[config.mk]
export PLATFORM = sky130hd
export DESIGN_NAME = cw2_decode
export DESIGN_NICKNAME = d
export VERILOG_FILES = /design/src/logic/cw2_pkg.sv /design/src/logic/cw2_decode.sv
export SDC_FILE = /design/constraint.sdc
export NUM_CORES = 1
export LEC_CHECK = 0
export BUFFER_PORTS_ARGS = -buffer_cell sky130_fd_sc_hd__buf_2
export CORE_ASPECT_RATIO = 0.6
export CORE_MARGIN = 4
export CORE_UTILIZATION = 43
export CTS_CLUSTER_DIAMETER = 30
export DETAILED_ROUTE_END_ITERATION = 8
export PLACE_DENSITY = 0.92
export SLEW_MARGIN = 10
export SYNTH_ARGS = -nofsm -noshare
export SYNTH_HDL_FRONTEND = slang
export SYNTH_SLANG_ARGS = --single-unit
[constraint.sdc]
create_clock -name sys_clk_in -period 1.25 [get_ports sys_clk_in]
set_input_delay 0.25 -clock sys_clk_in [delete_from_list [all_inputs] [get_ports sys_clk_in]]
set_output_delay 0.25 -clock sys_clk_in [all_outputs]
set_load 0.01 [all_outputs]
[src/logic/cw2_pkg.sv]
// Package for the second configuration word decoder
package cw2_pkg;
    localparam int          CW2_WIDTH      = 14;
    localparam int          CW2_ADDR_W     = 4;
    localparam int          FLASH_ADDR_W   = 11;
    // Register offsets (byte addresses)
    localparam logic [3:0]  OFF_RAW        = 4'h0;
    localparam logic [3:0]  OFF_LOAD       = 4'h4;
    localparam logic [3:0]  OFF_STATUS     = 4'h8;
    localparam logic [3:0]  OFF_CHECK      = 4'hC;
    // Field positions
    localparam int          POS_LVP        = 13;
    localparam int          POS_DBG        = 12;
    localparam int          POS_BROWNOUT_TRIP_SELECT       = 10;
    localparam int          POS_STK        = 9;
    localparam int          POS_PLL        = 8;
    localparam int          POS_WRT        = 0;
    // Positions that always read as one
    localparam logic [13:0] UNIMPL_MASK    = 14'h08EC;  // Bits 11, 7:5 and 3:2; reserved bit 4 reads as stored
    localparam logic [13:0] CW2_RESET      = 14'h3FFF;
    // Protection boundaries
    localparam logic [10:0] BOUND_HALF     = 11'h200;
    localparam logic [10:0] BOUND_QUARTER  = 11'h400;
    localparam logic [1:0]  WRT_OFF        = 2'h3;
    localparam logic [1:0]  WRT_512        = 2'h2;
    localparam logic [1:0]  WRT_1K         = 2'h1;
    localparam logic [1:0]  WRT_ALL        = 2'h0;

    typedef struct packed {
        logic low_volt_prog_enable;
        logic debugger_owns_pins;
        logic brownout_trip_select;
        logic stack_fault_reset_enable;
        logic freq_multiplier_enable;
        logic [1:0] flash_self_write_protect;
    } cw2_ctrl_t;

    typedef struct packed {
        logic [13:0] word_ff;
        logic        loaded_ff;
        logic        rdvalid_ff;
        logic [31:0] rdata_ff;
        logic [10:0] chk_addr_ff;
    } cw2_state_t;
endpackage

[src/logic/cw2_decode.sv]
// Second configuration word decoder with Avalon-MM access
// Behaviour
// - Every unimplemented position of the word, bit 11 among them, reads back as one.
// - Debugger-select zero gives the two serial programming pins to the debugger, one leaves them as I/O.
// - Brown-out select one picks the low trip point, zero the high one.
// - Stack reset enable one resets on stack overflow or underflow, zero does not.
// - Multiplier enable one turns the 4x multiplier on, zero keeps it off.
// - Protect field 11 allows self-writes anywhere.
// - Protect field 10 blocks 000h-1FFh and allows 200h-7FFh.
// - Protect field 01 blocks 000h-3FFh and allows 400h-7FFh.
// - Protect field 00 blocks every self-write.
//
// The implementer's own choices: the address map and the Avalon-MM interface to the registers.
`timescale 1ns/1ps
`default_nettype none
module cw2_decode (
    input  wire logic                 sys_clk_in,           // 200 MHz clock
    input  wire logic                 rst_in,               // Sync reset, active high
    input  wire logic [13:0]          nvm_word_in,          // Stored word from nonvolatile array
    input  wire logic                 nvm_valid_in,         // Word present, same domain
    input  wire logic [3:0]           avs_address_in,       // Byte address
    input  wire logic                 avs_read_in,          // Read strobe
    input  wire logic                 avs_write_in,         // Write strobe
    input  wire logic [31:0]          avs_writedata_in,     // Write data
    input  wire logic [3:0]           avs_byteenable_in,    // Byte enables
    output logic [31:0]               avs_readdata_out,     // Read data
    output logic                      avs_waitrequest_out,  // Wait request
    input  wire logic [10:0]          self_write_addr_in,   // Self-write target address
    input  wire logic                 stack_fault_in,       // Overflow or underflow pulse
    input  wire logic                 hv_entry_in,          // High voltage seen on master clear
    input  wire logic                 prog_entry_req_in,    // Programming entry key seen
    output cw2_pkg::cw2_ctrl_t        ctrl_out,             // Decoded settings
    output logic                      self_write_ok_out,    // Self-write permitted
    output logic                      stack_reset_out,      // Reset request on stack fault
    output logic                      prog_entry_out,       // Programming entry granted
    output logic                      pins_to_debugger_out  // Serial prog pins owned by debugger
);
    import cw2_pkg::*;

    cw2_state_t st_ff;
    cw2_state_t nxt_st;

    // Self-write permission for an address under a protect setting
    function automatic logic write_allowed(input logic [1:0] wrt, input logic [10:0] addr);
        case (wrt)
            WRT_OFF: write_allowed = 1'b1;
            WRT_512: write_allowed = (addr >= BOUND_HALF);
            WRT_1K:  write_allowed = (addr >= BOUND_QUARTER);
            WRT_ALL: write_allowed = 1'b0;
            default: write_allowed = 1'b0;
        endcase
    endfunction

    logic [13:0] word_view;
    logic        rd_hit;

    // Stored word with unimplemented positions forced high
    assign word_view = st_ff.word_ff | UNIMPL_MASK;

    // Decoded settings
    always_comb begin
        ctrl_out.low_volt_prog_enable     = word_view[POS_LVP];
        ctrl_out.debugger_owns_pins       = ~word_view[POS_DBG];
        ctrl_out.brownout_trip_select     = word_view[POS_BROWNOUT_TRIP_SELECT];
        ctrl_out.stack_fault_reset_enable = word_view[POS_STK];
        ctrl_out.freq_multiplier_enable   = word_view[POS_PLL];
        ctrl_out.flash_self_write_protect = word_view[POS_WRT +: 2];
    end

    // Consumers of the settings
    assign pins_to_debugger_out = ~word_view[POS_DBG];
    assign stack_reset_out      = word_view[POS_STK] & stack_fault_in;
    assign prog_entry_out       = prog_entry_req_in & (word_view[POS_LVP] | hv_entry_in);
    assign self_write_ok_out    = write_allowed(word_view[POS_WRT +: 2], self_write_addr_in);

    // Bus handshake: reads wait one cycle, writes complete at once
    assign rd_hit              = avs_read_in & st_ff.rdvalid_ff;
    assign avs_waitrequest_out = avs_read_in & ~st_ff.rdvalid_ff;
    assign avs_readdata_out    = st_ff.rdata_ff;

    // Next state
    always_comb begin
        nxt_st = st_ff;
        nxt_st.rdvalid_ff = avs_read_in & ~st_ff.rdvalid_ff;
        if (nvm_valid_in && !st_ff.loaded_ff) begin
            nxt_st.word_ff   = nvm_word_in;
            nxt_st.loaded_ff = 1'b1;
        end
        if (avs_write_in && avs_address_in == OFF_LOAD && avs_byteenable_in[0] && avs_writedata_in[0]) begin
            nxt_st.loaded_ff = 1'b0;  // Reload from the array
        end
        if (avs_write_in && avs_address_in == OFF_CHECK) begin
            if (avs_byteenable_in[0]) begin
                nxt_st.chk_addr_ff[7:0] = avs_writedata_in[7:0];
            end
            if (avs_byteenable_in[1]) begin
                nxt_st.chk_addr_ff[10:8] = avs_writedata_in[10:8];
            end
        end
        if (avs_read_in && !st_ff.rdvalid_ff) begin
            case (avs_address_in)
                OFF_RAW:    nxt_st.rdata_ff = {18'h00000, word_view};
                OFF_LOAD:   nxt_st.rdata_ff = {31'h00000000, st_ff.loaded_ff};
                OFF_STATUS: nxt_st.rdata_ff = {25'h0000000, ctrl_out};
                OFF_CHECK:  nxt_st.rdata_ff = {write_allowed(word_view[POS_WRT +: 2], st_ff.chk_addr_ff),
                                               20'h00000, st_ff.chk_addr_ff};
                default:    nxt_st.rdata_ff = 32'h00000000;
            endcase
        end
        if (rd_hit) begin
            nxt_st.rdvalid_ff = 1'b0;
        end
    end

    // State register
    always_ff @(posedge sys_clk_in) begin
        if (rst_in) begin
            st_ff.word_ff     <= CW2_RESET;
            st_ff.loaded_ff   <= 1'b0;
            st_ff.rdvalid_ff  <= 1'b0;
            st_ff.rdata_ff    <= 32'h00000000;
            st_ff.chk_addr_ff <= 11'h000;
        end else begin
            st_ff <= nxt_st;
        end
    end
endmodule
`default_nettype wire

* Yosys cells after proc, flatten, opt, wreduce, memory -nomap -nowiden
Index checks and enable logic that the tools add are counted.
** Word-level totals
- Bits of input ports :: 73
- Bits in registers :: 59
** Cells by class
- Muxes and demuxes :: 3
- Magnitude comparators :: 4
- Reductions and logical operators :: 14
- Bitwise operators :: 7
- Eq/ne operators :: 6
** Operators by type and width (count)
- $pmux 32 s4 :: 1
- $ge 11x10->1 const B :: 2
- $ge 11x11->1 const B :: 2
- $eq 4x4->1 const B :: 2
- $pmux 1 s4 :: 2
- $logic_and 1x1->1 :: 6
- $and 1x1->1 :: 4
- $eq 2x2->1 const B :: 2
- $eq 4x3->1 const B :: 1
- $logic_not 4->1 :: 1
- $reduce_and 2->1 :: 2
- $reduce_or 2->1 :: 2
- $eq 2x1->1 const B :: 1
- $logic_not 1->1 :: 2
- $logic_not 2->1 :: 1
- $not 1->1 :: 2
- $or 1x1->1 :: 1

* Longest topological paths before layout
Gate-level depths: netlist of the first run.
- Depth in word-level cells :: 5
- Depth in mapped cells :: 5
- Gate-level depth less buffers :: 3

* Worst setup path after synthesis of the first run
Ideal clock, no wire load.
- Path kind :: register to output
- From :: register st_ff[43] (netlist bit)
- To :: output port avs_waitrequest_out
- Path slack :: 0.114 ns
- Stages on the path, launching flop included :: 5
- Data arrival time :: 0.886 ns
- Buffers on the path :: 2
- Path through :: dfxtp_1 > nand2b_1 > buf_2 > buf_2 > inv_1
** Between the ends
- Word-level cells in the longest chain between the ends :: 2
** RTL lines
- start, declared :: line cw2_decode.sv:40 : cw2_state_t st_ff;
- start signal, assigned :: line cw2_decode.sv:124 : st_ff <= nxt_st;
- $not 1->1 :: line cw2_decode.sv:78 : assign avs_waitrequest_out = avs_read_in & ~st_ff.rdvalid_ff;
- $and 1x1->1 :: line cw2_decode.sv:78
- end, declared :: line cw2_decode.sv:27 : output logic avs_waitrequest_out,
No other way between the ends.

* Worst setup path after layout of the first run
Ends and elaborated chain as after synthesis.

==> summary.md, run 1 <==
| Metric | Value |
|---|---|
| CP Capture Type | `primary output` |
| Crit path DAT | `0.95 ns` |
| Critical path's top delay family | `flip-flops` |
| Yosys warnings | `0` |
| CTS tree | `done` |
| Pin count of the biggest net entering global routing | `28` |
| R2R Path Start | `st_ff[43]` |
| Post-route DRC violation count | `0` |
| Syn Inst Count | `222` |
| Placed Instance Area | `0.002059 mm2` |
| Ant. Diodes | `0` |
| CP peak stage delay | `0.35 ns` |
| Simple-gate share of the synthesized area | `0.1914` |
| Async SR Flop Fraction | `0` |
| Layout cell share with drive strength beyond 1 | `0.3483` |
| Post-Route WL | `4462 um` |
| Crit path from | `st_ff[43]` |
| DP HPWL | `3531 um` |
| Global-route wire length before repair | `6837 um` |
| Critical path type | `flip-flop to primary output` |
| Multiplexer share of the synthesized area | `0.03748` |
| Critical Path Source Type | `flip-flop` |
| Pre-Repair DR Iteration Count | `4` |
| Worst-path clk slew | `0.07 ns` |
| Pwr dens | `1102 mW/mm2` |
| Wire length per cell | `13.65 um` |
| DR iter-0 viols | `100` |
| Post-Synth Adder-Cell Area | `0` |
| Most common cell after layout, fill and taps aside | `buf_2` |
| Final non-filler cell total | `327` |
| Main combinational cell family by area after synthesis | `buffers and inverters` |
| Grt total ovfl | `0` |
| Cts bufs inserted | `5` |
| CTS sink count | `36` |
| Vias in the first global route | `1430` |
| Outcome | `finished clean` |
| Final period util | `0.9630` |
| Design area | `0.002198 mm2` |
| Max-Cap Viols | `0` |
| Primary FF master, synth | `dfxtp_1` |
| CTS Buffer Depth | `2` |
| Post-Synthesis Cell Area | `0.001869 mm2` |
| Via count | `1632` |
| Final Hold Fails | `0` |
| Via density | `4.991` |
| Hold/Removal Path Class | `input port to flip-flop` |
| Clk_skew | `0.004070 ns` |
| CTS Hold Bufs | `0` |
| Post-synth cell types | `35` |
| Final min period | `1.204 ns` |
| Total Routing Usage GR | `0.1614` |
| Cell Chain, Critical Path | `nand2b_4, inv_1, buf_2` |
| RSZ-0062 raised after global routing | `false` |
| WP buf/inv | `2` |
| #FFs+latches synth | `36` |
| Final ANT Viol Nets | `0` |
| Final nets | `340` |
| Input/output buffers | `61` |
| Starting Density | `0.4511` |
| Leak | `0.9662 nW` |
| Req. time, crit path | `1.00 ns` |
| DP Worst Slack | `0.02555 ns` |
| Commonest cells after routing, fill and taps aside | `buf_2 (61), dfxtp_1 (31), a21oi_1 (22)` |
| Die height | `59.07 um` |
| Cells after DPL | `318` |
| Std-Cell Rows | `18` |
| Die Area | `0.005501 mm2` |
| Worst Path Max Fanout | `2` |
| Avg Cell Area, Syn | `8.420 um2` |
| Fmax | `0.8307 GHz` |
| Hold wc startpoint | `avs_writedata_in[0]` |
| Worst skew pair latency | `0.28 ns` |
| Layout fillers | `412` |
| H-tree levels | `2` |
| Max-slew violations | `0` |
| Worst vdd ir | `0.4549 mV` |
| Floorplan core area | `0.004144 mm2` |
| Endpoints failing setup | `0` |
| Final WS setup | `0.04621 ns` |
| Post-synthesis compound-gate area fraction | `0.1821` |
| EDFF count, synth | `0` |
| Slowest cell on the critical path | `dfxtp_2` |
| Die width | `93.12 um` |
| Synth Area in XOR/XNOR | `0` |
| Routability-driven placement congestion ratio | `0.8060` |
| Initial antenna violation count | `0` |
| Root Buffer | `clkbuf_8` |
| Sequential area share after synthesis | `0.3855` |
| Ports | `117` |
| Setup TNS | `0 ns` |
| Layout area overhead | `17.60%` |
[per-stage QoR]
step	total power [mW]	util	hold slack [ns]
after global routing	2.549	0.5305	0.1795
after global placement	1.555	0.4970	0.4406
after floorplan	1.480	-	0.3587
final	2.423	0.5305	0.1768
after detailed placement	1.564	0.4970	0.4412
after CTS	2.433	0.5266	0.1689
[cell usage after synthesis, types with 4 or more instances]
| master | n | share of area |
|---|---|---|
| nand3_1 | 9 | 0.024 |
| a21oi_1 | 23 | 0.062 |
| nand2_1 | 21 | 0.042 |
| inv_1 | 4 | 0.0080 |
| mux2i_1 | 7 | 0.037 |
| o221ai_1 | 4 | 0.019 |
| buf_2 | 7 | 0.019 |
| and2_1 | 7 | 0.023 |
| and3_1 | 5 | 0.017 |
| dfxtp_1 | 36 | 0.39 |
| nor2_1 | 8 | 0.016 |
| buf_4 | 39 | 0.16 |
| o21ai_0 | 19 | 0.051 |
[layer usage]
| layer | part of all wire | vias up | global-route usage |
|---|---|---|---|
| li1 | - | 807 | - |
| met1 | 0.47 | 745 | 0.2302 |
| met2 | 0.43 | 75 | 0.2364 |
| met3 | 0.091 | 5 | 0.05330 |
| met4 | 0.0052 | 0 | 0.03758 |
| met5 | 0 | - | 0 |
[worst paths after layout]
check,to,slack (ns),cells past startpoint
max,avs_waitrequest_out,0.05,3
min,st_ff[44],0.18,2
max reg2reg,avs_readdata_out[31],0.10,4
min reg2reg,avs_readdata_out[31],0.45,2
[state kept, by name (all words and copies together), names as in the netlist]
name	count
avs_readdata_out	15
st_ff	15
ctrl_out	6
[cells by family (layout without fill, tap and decap cells)]
group | after synthesis | in the layout
AND/OR/NAND/NOR | 64 | 64
flip-flops | 36 | 36
AO/OA/AOI/OAI | 57 | 57
other | 1 | 17
buffers and inverters | 57 | 86
multiplexers | 7 | 7
[report_power, final]
| group | total, mW | switching [mW] | internal (mW) |
|---|---|---|---|
| registers | 1.21 | 0.0256 | 1.18 |
| clock network | 0.863 | 0.373 | 0.490 |
| logic | 0.354 | 0.199 | 0.155 |
| total | 2.42 | 0.598 | 1.83 |
[area by class of cell]
class	count	area, um2	area share
clock buffer	7	96.34	0.04382
tap	60	75.07	0.03415
sequential	36	729.5	0.3318
multi-input combinational	145	847.1	0.3853
inverter	5	18.77	0.008537
timing repair buffer	74	431.7	0.1964
[what timing repair did]
action | in CTS | in global routing
pin swaps | 0 | 1
setup endpoints to repair | 2 | 5
gates resized for setup | 4 | 9
buffers inserted | 2 | 0
No activity file was read; power rests on OpenSTA's default activity.
==> run 2, diff against run 1 <==
==> constraint.sdc (replaced) <==
create_clock -name sys_clk_in -period 1.35 [get_ports sys_clk_in]
set_input_delay 0.27 -clock sys_clk_in [delete_from_list [all_inputs] [get_ports sys_clk_in]]
set_output_delay 0.27 -clock sys_clk_in [all_outputs]
set_load 0.01 [all_outputs]
==> summary.md, run 2 (synthesized netlist as in run 1, its figures left out) <==
| Metric | Value |
|---|---|
| Outcome | `finished clean` |
| Hold/Removal Path Class | `input port to flip-flop` |
| H-tree levels | `2` |
| Leak | `0.9423 nW` |
| Layout area overhead | `14.52%` |
| Reg2Reg Depth | `4` |
| WP buf/inv | `1` |
| Via density | `4.858` |
| R2R setup slack | `0.17 ns` |
| Routability-driven placement congestion ratio | `0.8202` |
| Critical path's top delay family | `flip-flops` |
| Total Routing Usage GR | `0.1674` |
| Std-Cell Rows | `18` |
| Max-slew violations | `0` |
| Die width | `93.12 um` |
| CP Capture Type | `primary output` |
| Setup TNS | `0 ns` |
| Layout cell share with drive strength beyond 1 | `0.3094` |
| RSZ-0062 raised after global routing | `false` |
| Worst Hold Endpoint | `st_ff[44]` |
| Pin count of the biggest net entering global routing | `28` |
| Cells after DPL | `316` |
| Placed Instance Area | `0.002032 mm2` |
| GR peak layer | `met1` |
| CTS Buffer Depth | `2` |
| Ports | `117` |
| Starting Density | `0.4511` |
| Via count | `1579` |
| Final period util | `0.9478` |
| Clk pwr share | `0.353` |
| Grt met2 use | `0.2416` |
| Critical path type | `flip-flop to primary output` |
| DP HPWL | `3491 um` |
| Max-Cap Viols | `0` |
| Pwr dens | `1027 mW/mm2` |
| Input/output buffers | `61` |
| Worst-path clk slew | `0.07 ns` |
| Internal power | `1.637 mW` |
| Met1 Usage GRT | `0.2436` |
| Cts bufs inserted | `5` |
| Post-route DRC violation count | `0` |
| Final ANT Viol Nets | `0` |
| Die Area | `0.005501 mm2` |
| Initial antenna violation count | `0` |
| Worst Path Max Fanout | `7` |
| Critical Path Source Type | `flip-flop` |
| Hold Path Stages | `2` |
| Final nets | `337` |
| Wire length per cell | `13.54 um` |
| Global-route wire length before repair | `7148 um` |
| Hold wc startpoint | `avs_writedata_in[0]` |
| Die height | `59.07 um` |
| Comb pwr share | `0.139` |
| Root Buffer | `clkbuf_8` |
| Crit path DAT | `1.01 ns` |
| Clk_skew | `0.004568 ns` |
| Grt total ovfl | `0` |
| Fmax | `0.7815 GHz` |
| P_sw | `0.5614 mW` |
| CP peak stage delay | `0.38 ns` |
| Final non-filler cell total | `325` |
| Worst vdd ir | `0.4314 mV` |
| Ant. Diodes | `0` |
| Sw frac | `0.2554` |
| CTS tree | `done` |
| Req. time, crit path | `1.08 ns` |
| Layout fillers | `417` |
| Floorplan core area | `0.004144 mm2` |
| GR Util met3 | `0.05584` |
| CTS Hold Bufs | `0` |
| Crit path from | `ctrl_out[1]` |
| Post-Route WL | `4399 um` |
| Pre-Repair DR Iteration Count | `4` |
| Final Hold Fails | `0` |
| Slowest cell on the critical path | `dfxtp_4` |
| Seq pwr share | `0.508` |
| Design area | `0.002141 mm2` |
| Cell Chain, Critical Path | `o21ai_0, a21oi_1, buf_2` |
| Vias in the first global route | `1474` |
| DR iter-0 viols | `147` |
| CTS sink count | `36` |
| Most common cell after layout, fill and taps aside | `buf_2` |
| Worst skew pair latency | `0.28 ns` |
| Endpoints failing setup | `0` |
| Commonest cells after routing, fill and taps aside | `buf_2 (61), dfxtp_1 (35), a21oi_1 (23)` |
| R2R Path Start | `st_ff[43]` |
| Final min period | `1.280 ns` |
| FF-to-FF End | `avs_readdata_out[31]` |
==> run 2: worst max-delay path by stage <==
stage	cells past startpoint	end
6_report	3	self_write_ok_out
5_1_grt	3	avs_waitrequest_out
4_1_cts	3	avs_waitrequest_out
3_5_place_dp	5	avs_readdata_out[3]
3_3_place_gp	5	avs_readdata_out[0]
2_1_floorplan	4	avs_waitrequest_out
==> run 2: area by class of cell <==
class,instances,area (um2),area share
multi-input combinational,145,839.6,0.3922
sequential,36,724.4,0.3384
timing repair buffer,71,392.9,0.1835
clock buffer,8,90.09,0.04208
tap,60,75.07,0.03507
inverter,5,18.77,0.008767
==> run 2: timing repair <==
action,in CTS,in global routing
buffers inserted,0,1
setup endpoints to repair,2,2
gates resized for setup,3,1
==> run 2: stage by stage <==
| stage | util | hold slack [ns] | power (mW) | setup slack (ns) |
|---|---|---|---|---|
| 2_1_floorplan | - | 0.3787 | 1.371 | 0.1945 |
| 3_3_place_gp | 0.4903 | 0.4392 | 1.429 | 0.1369 |
| 3_5_place_dp | 0.4903 | 0.4458 | 1.438 | 0.1088 |
| 4_1_cts | 0.5142 | 0.1856 | 2.222 | 0.01858 |
| 5_1_grt | 0.5166 | 0.1940 | 2.323 | 0.01744 |
| 6_report | 0.5166 | 0.1872 | 2.198 | 0.07048 |
==> run 2: per-layer routing <==
metal  routed length [um]  part of all wire
met1                 2116              0.48
met2                 1865              0.42
met3                  389             0.088
met4                   27            0.0061
met5                    0                 0
==> run 2: power by group through the flow <==
stage / combinational, mW / sequential, mW / clock (mW)
global route: 0.340 / 1.12 / 0.864
global placement: 0.290 / 1.14 / 0
detailed placement: 0.297 / 1.14 / 0
CTS: 0.302 / 1.12 / 0.803
finish: 0.305 / 1.12 / 0.777
floorplan: 0.238 / 1.13 / 0
==> run 3, diff against run 2 <==
--- a/config.mk
+++ b/config.mk
@@ -6,12 +6,14 @@
 export NUM_CORES = 1
 export LEC_CHECK = 0
 export BUFFER_PORTS_ARGS = -buffer_cell sky130_fd_sc_hd__buf_2
+export CELL_PAD_IN_SITES_DETAIL_PLACEMENT = 0
+export CELL_PAD_IN_SITES_GLOBAL_PLACEMENT = 1
 export CORE_ASPECT_RATIO = 0.6
 export CORE_MARGIN = 4
-export CORE_UTILIZATION = 43
+export CORE_UTILIZATION = 31
 export CTS_CLUSTER_DIAMETER = 30
 export DETAILED_ROUTE_END_ITERATION = 8
-export PLACE_DENSITY = 0.92
+export PLACE_DENSITY = 0.95
 export SLEW_MARGIN = 10
 export SYNTH_ARGS = -nofsm -noshare
 export SYNTH_HDL_FRONTEND = slang
==> constraint.sdc (replaced) <==
create_clock -name sys_clk_in -period 1.5 [get_ports sys_clk_in]
set_input_delay 0.15 -clock sys_clk_in [delete_from_list [all_inputs] [get_ports sys_clk_in]]
set_output_delay 0.15 -clock sys_clk_in [all_outputs]
set_load 0.01 [all_outputs]
==> summary.md, run 3 (synthesized netlist as in run 1, its figures left out) <==
| Metric | Value |
|---|---|
| Leak | `0.9167 nW` |
| Std-Cell Rows | `21` |
| Post-route DRC violation count | `0` |
| Cts bufs inserted | `5` |
| CTS Hold Bufs | `0` |
| Via count | `1567` |
| Post CTS Setup Buffer Count | `0` |
| Initial antenna violation count | `0` |
| Outcome | `finished clean` |
| Ports | `117` |
| Worst skew pair latency | `0.29 ns` |
| Input/output buffers | `61` |
| Starting Density | `0.3278` |
| Commonest cells after routing, fill and taps aside | `buf_2 (61), dfxtp_1 (36), a21oi_1 (23)` |
| Register area | `720.7 um2` |
| Critical path type | `flip-flop to primary output` |
| Cell Chain, Critical Path | `nand2b_2, buf_4, inv_1, buf_2` |
| CTS tree | `done` |
| RSZ-0062 raised after global routing | `false` |
| Post-Route WL | `4750 um` |
| Ant. Diodes | `0` |
| CTS sink count | `36` |
| DP HPWL | `3720 um` |
| Final min period | `1.431 ns` |
| Layout fillers | `613` |
| Final non-filler cell total | `341` |
| Vias in the first global route | `1384` |
| Critical Path Source Type | `flip-flop` |
| Most common cell after layout, fill and taps aside | `buf_2` |
| Worst Path Max Fanout | `14` |
| Floorplan core area | `0.005702 mm2` |
| Grt total ovfl | `0` |
| Crit path DAT | `1.28 ns` |
| Cts repair resizes | `1` |
| Wire length per cell | `13.93 um` |
| Pwr dens | `933.6 mW/mm2` |
| Max-Cap Viols | `0` |
| Worst-path clk slew | `0.07 ns` |
| Req. time, crit path | `1.35 ns` |
| Max-slew violations | `0` |
| Global-route wire length before repair | `7120 um` |
| Via density | `4.595` |
| Worst vdd ir | `0.2816 mV` |
| Routability-driven placement congestion ratio | `0.7905` |
| Fmax | `0.6986 GHz` |
| Layout area overhead | `13.12%` |
| CTS Buffer Depth | `2` |
| Final nets | `333` |
| Total Routing Usage GR | `0.1277` |
| WP buf/inv | `3` |
| Area occupied by multi-input gates | `834.6 um2` |
| Slowest cell on the critical path | `dfxtp_1` |
| H-tree levels | `2` |
| Final period util | `0.9542` |
| Die width | `108.3 um` |
| Die Area | `0.007377 mm2` |
| Setup TNS | `0 ns` |
| CP Capture Type | `primary output` |
| Pin count of the biggest net entering global routing | `28` |
| Hold/Removal Path Class | `input port to flip-flop` |
| Clk_skew | `0.005318 ns` |
| Endpoints failing setup | `0` |
| Layout cell share with drive strength beyond 1 | `0.2950` |
| Pre-Repair DR Iteration Count | `4` |
| Critical path's top delay family | `buffers and inverters` |
| CP peak stage delay | `0.38 ns` |
| Final Hold Fails | `0` |
| Final ANT Viol Nets | `0` |
| Die height | `68.15 um` |
| DR iter-0 viols | `80` |
| Root Buffer | `clkbuf_8` |
| Cells after DPL | `333` |
run 3: changes by cell type in the layout (fill, tap and decap cells not counted), sizes merged:
cell	change
buf	-4
run 3: area by class of cell:
class,instances,share of cell area
inverter,5,0.008876
tap,80,0.04734
timing repair buffer,67,0.1657
sequential,36,0.3408
clock buffer,8,0.04260
multi-input combinational,145,0.3947
run 3: worst reg2reg max path, stage by stage (launching register included):
cell      delay, ns
dfxtp_1        0.34
nand2b_2       0.24
buf_4          0.21
a32o_1         0.27
run 3: metrics by stage:
stage	util	hold WS, ns	power, mW	setup slack (ns)	area, um2
2_1_floorplan	-	0.2587	1.234	0.3883	1929
3_3_place_gp	0.3546	0.3661	1.285	0.2928	2022
3_5_place_dp	0.3546	0.3697	1.292	0.2542	2022
4_1_cts	0.3709	0.06324	1.994	0.05557	2115
5_1_grt	0.3709	0.06478	2.082	0.003250	2115
6_report	0.3709	0.06686	1.974	0.06864	2115
run 3: path summary, 6_finish.rpt:
path | cells past startpoint | to | slack [ns] | from
worst max-delay path | 4 | avs_waitrequest_out | 0.07 | st_ff[43]
worst min-delay path | 2 | st_ff[44] | 0.07 | avs_writedata_in[0]
worst max register to register | 3 | avs_readdata_out[4] | 0.34 | st_ff[43]
worst min register to register | 2 | avs_readdata_out[31] | 0.45 | avs_readdata_out[31]
run 3: metal layers:
| metal | GRT usage | wire length [um] | vias up | part of all wire |
|---|---|---|---|---|
| met5 | 0 | 0 | - | 0 |
| met4 | 0.03780 | 42 | 0 | 0.0088 |
| met3 | 0.04147 | 534 | 5 | 0.11 |
| met2 | 0.1664 | 1873 | 65 | 0.39 |
| met1 | 0.1938 | 2300 | 705 | 0.48 |
| li1 | - | - | 792 | - |
run 3: report_power, final:
group / internal [mW] / switching [mW] / total (mW)
Clock: 0.374 / 0.328 / 0.702
Combinational: 0.107 / 0.159 / 0.266
Sequential: 0.983 / 0.0238 / 1.01
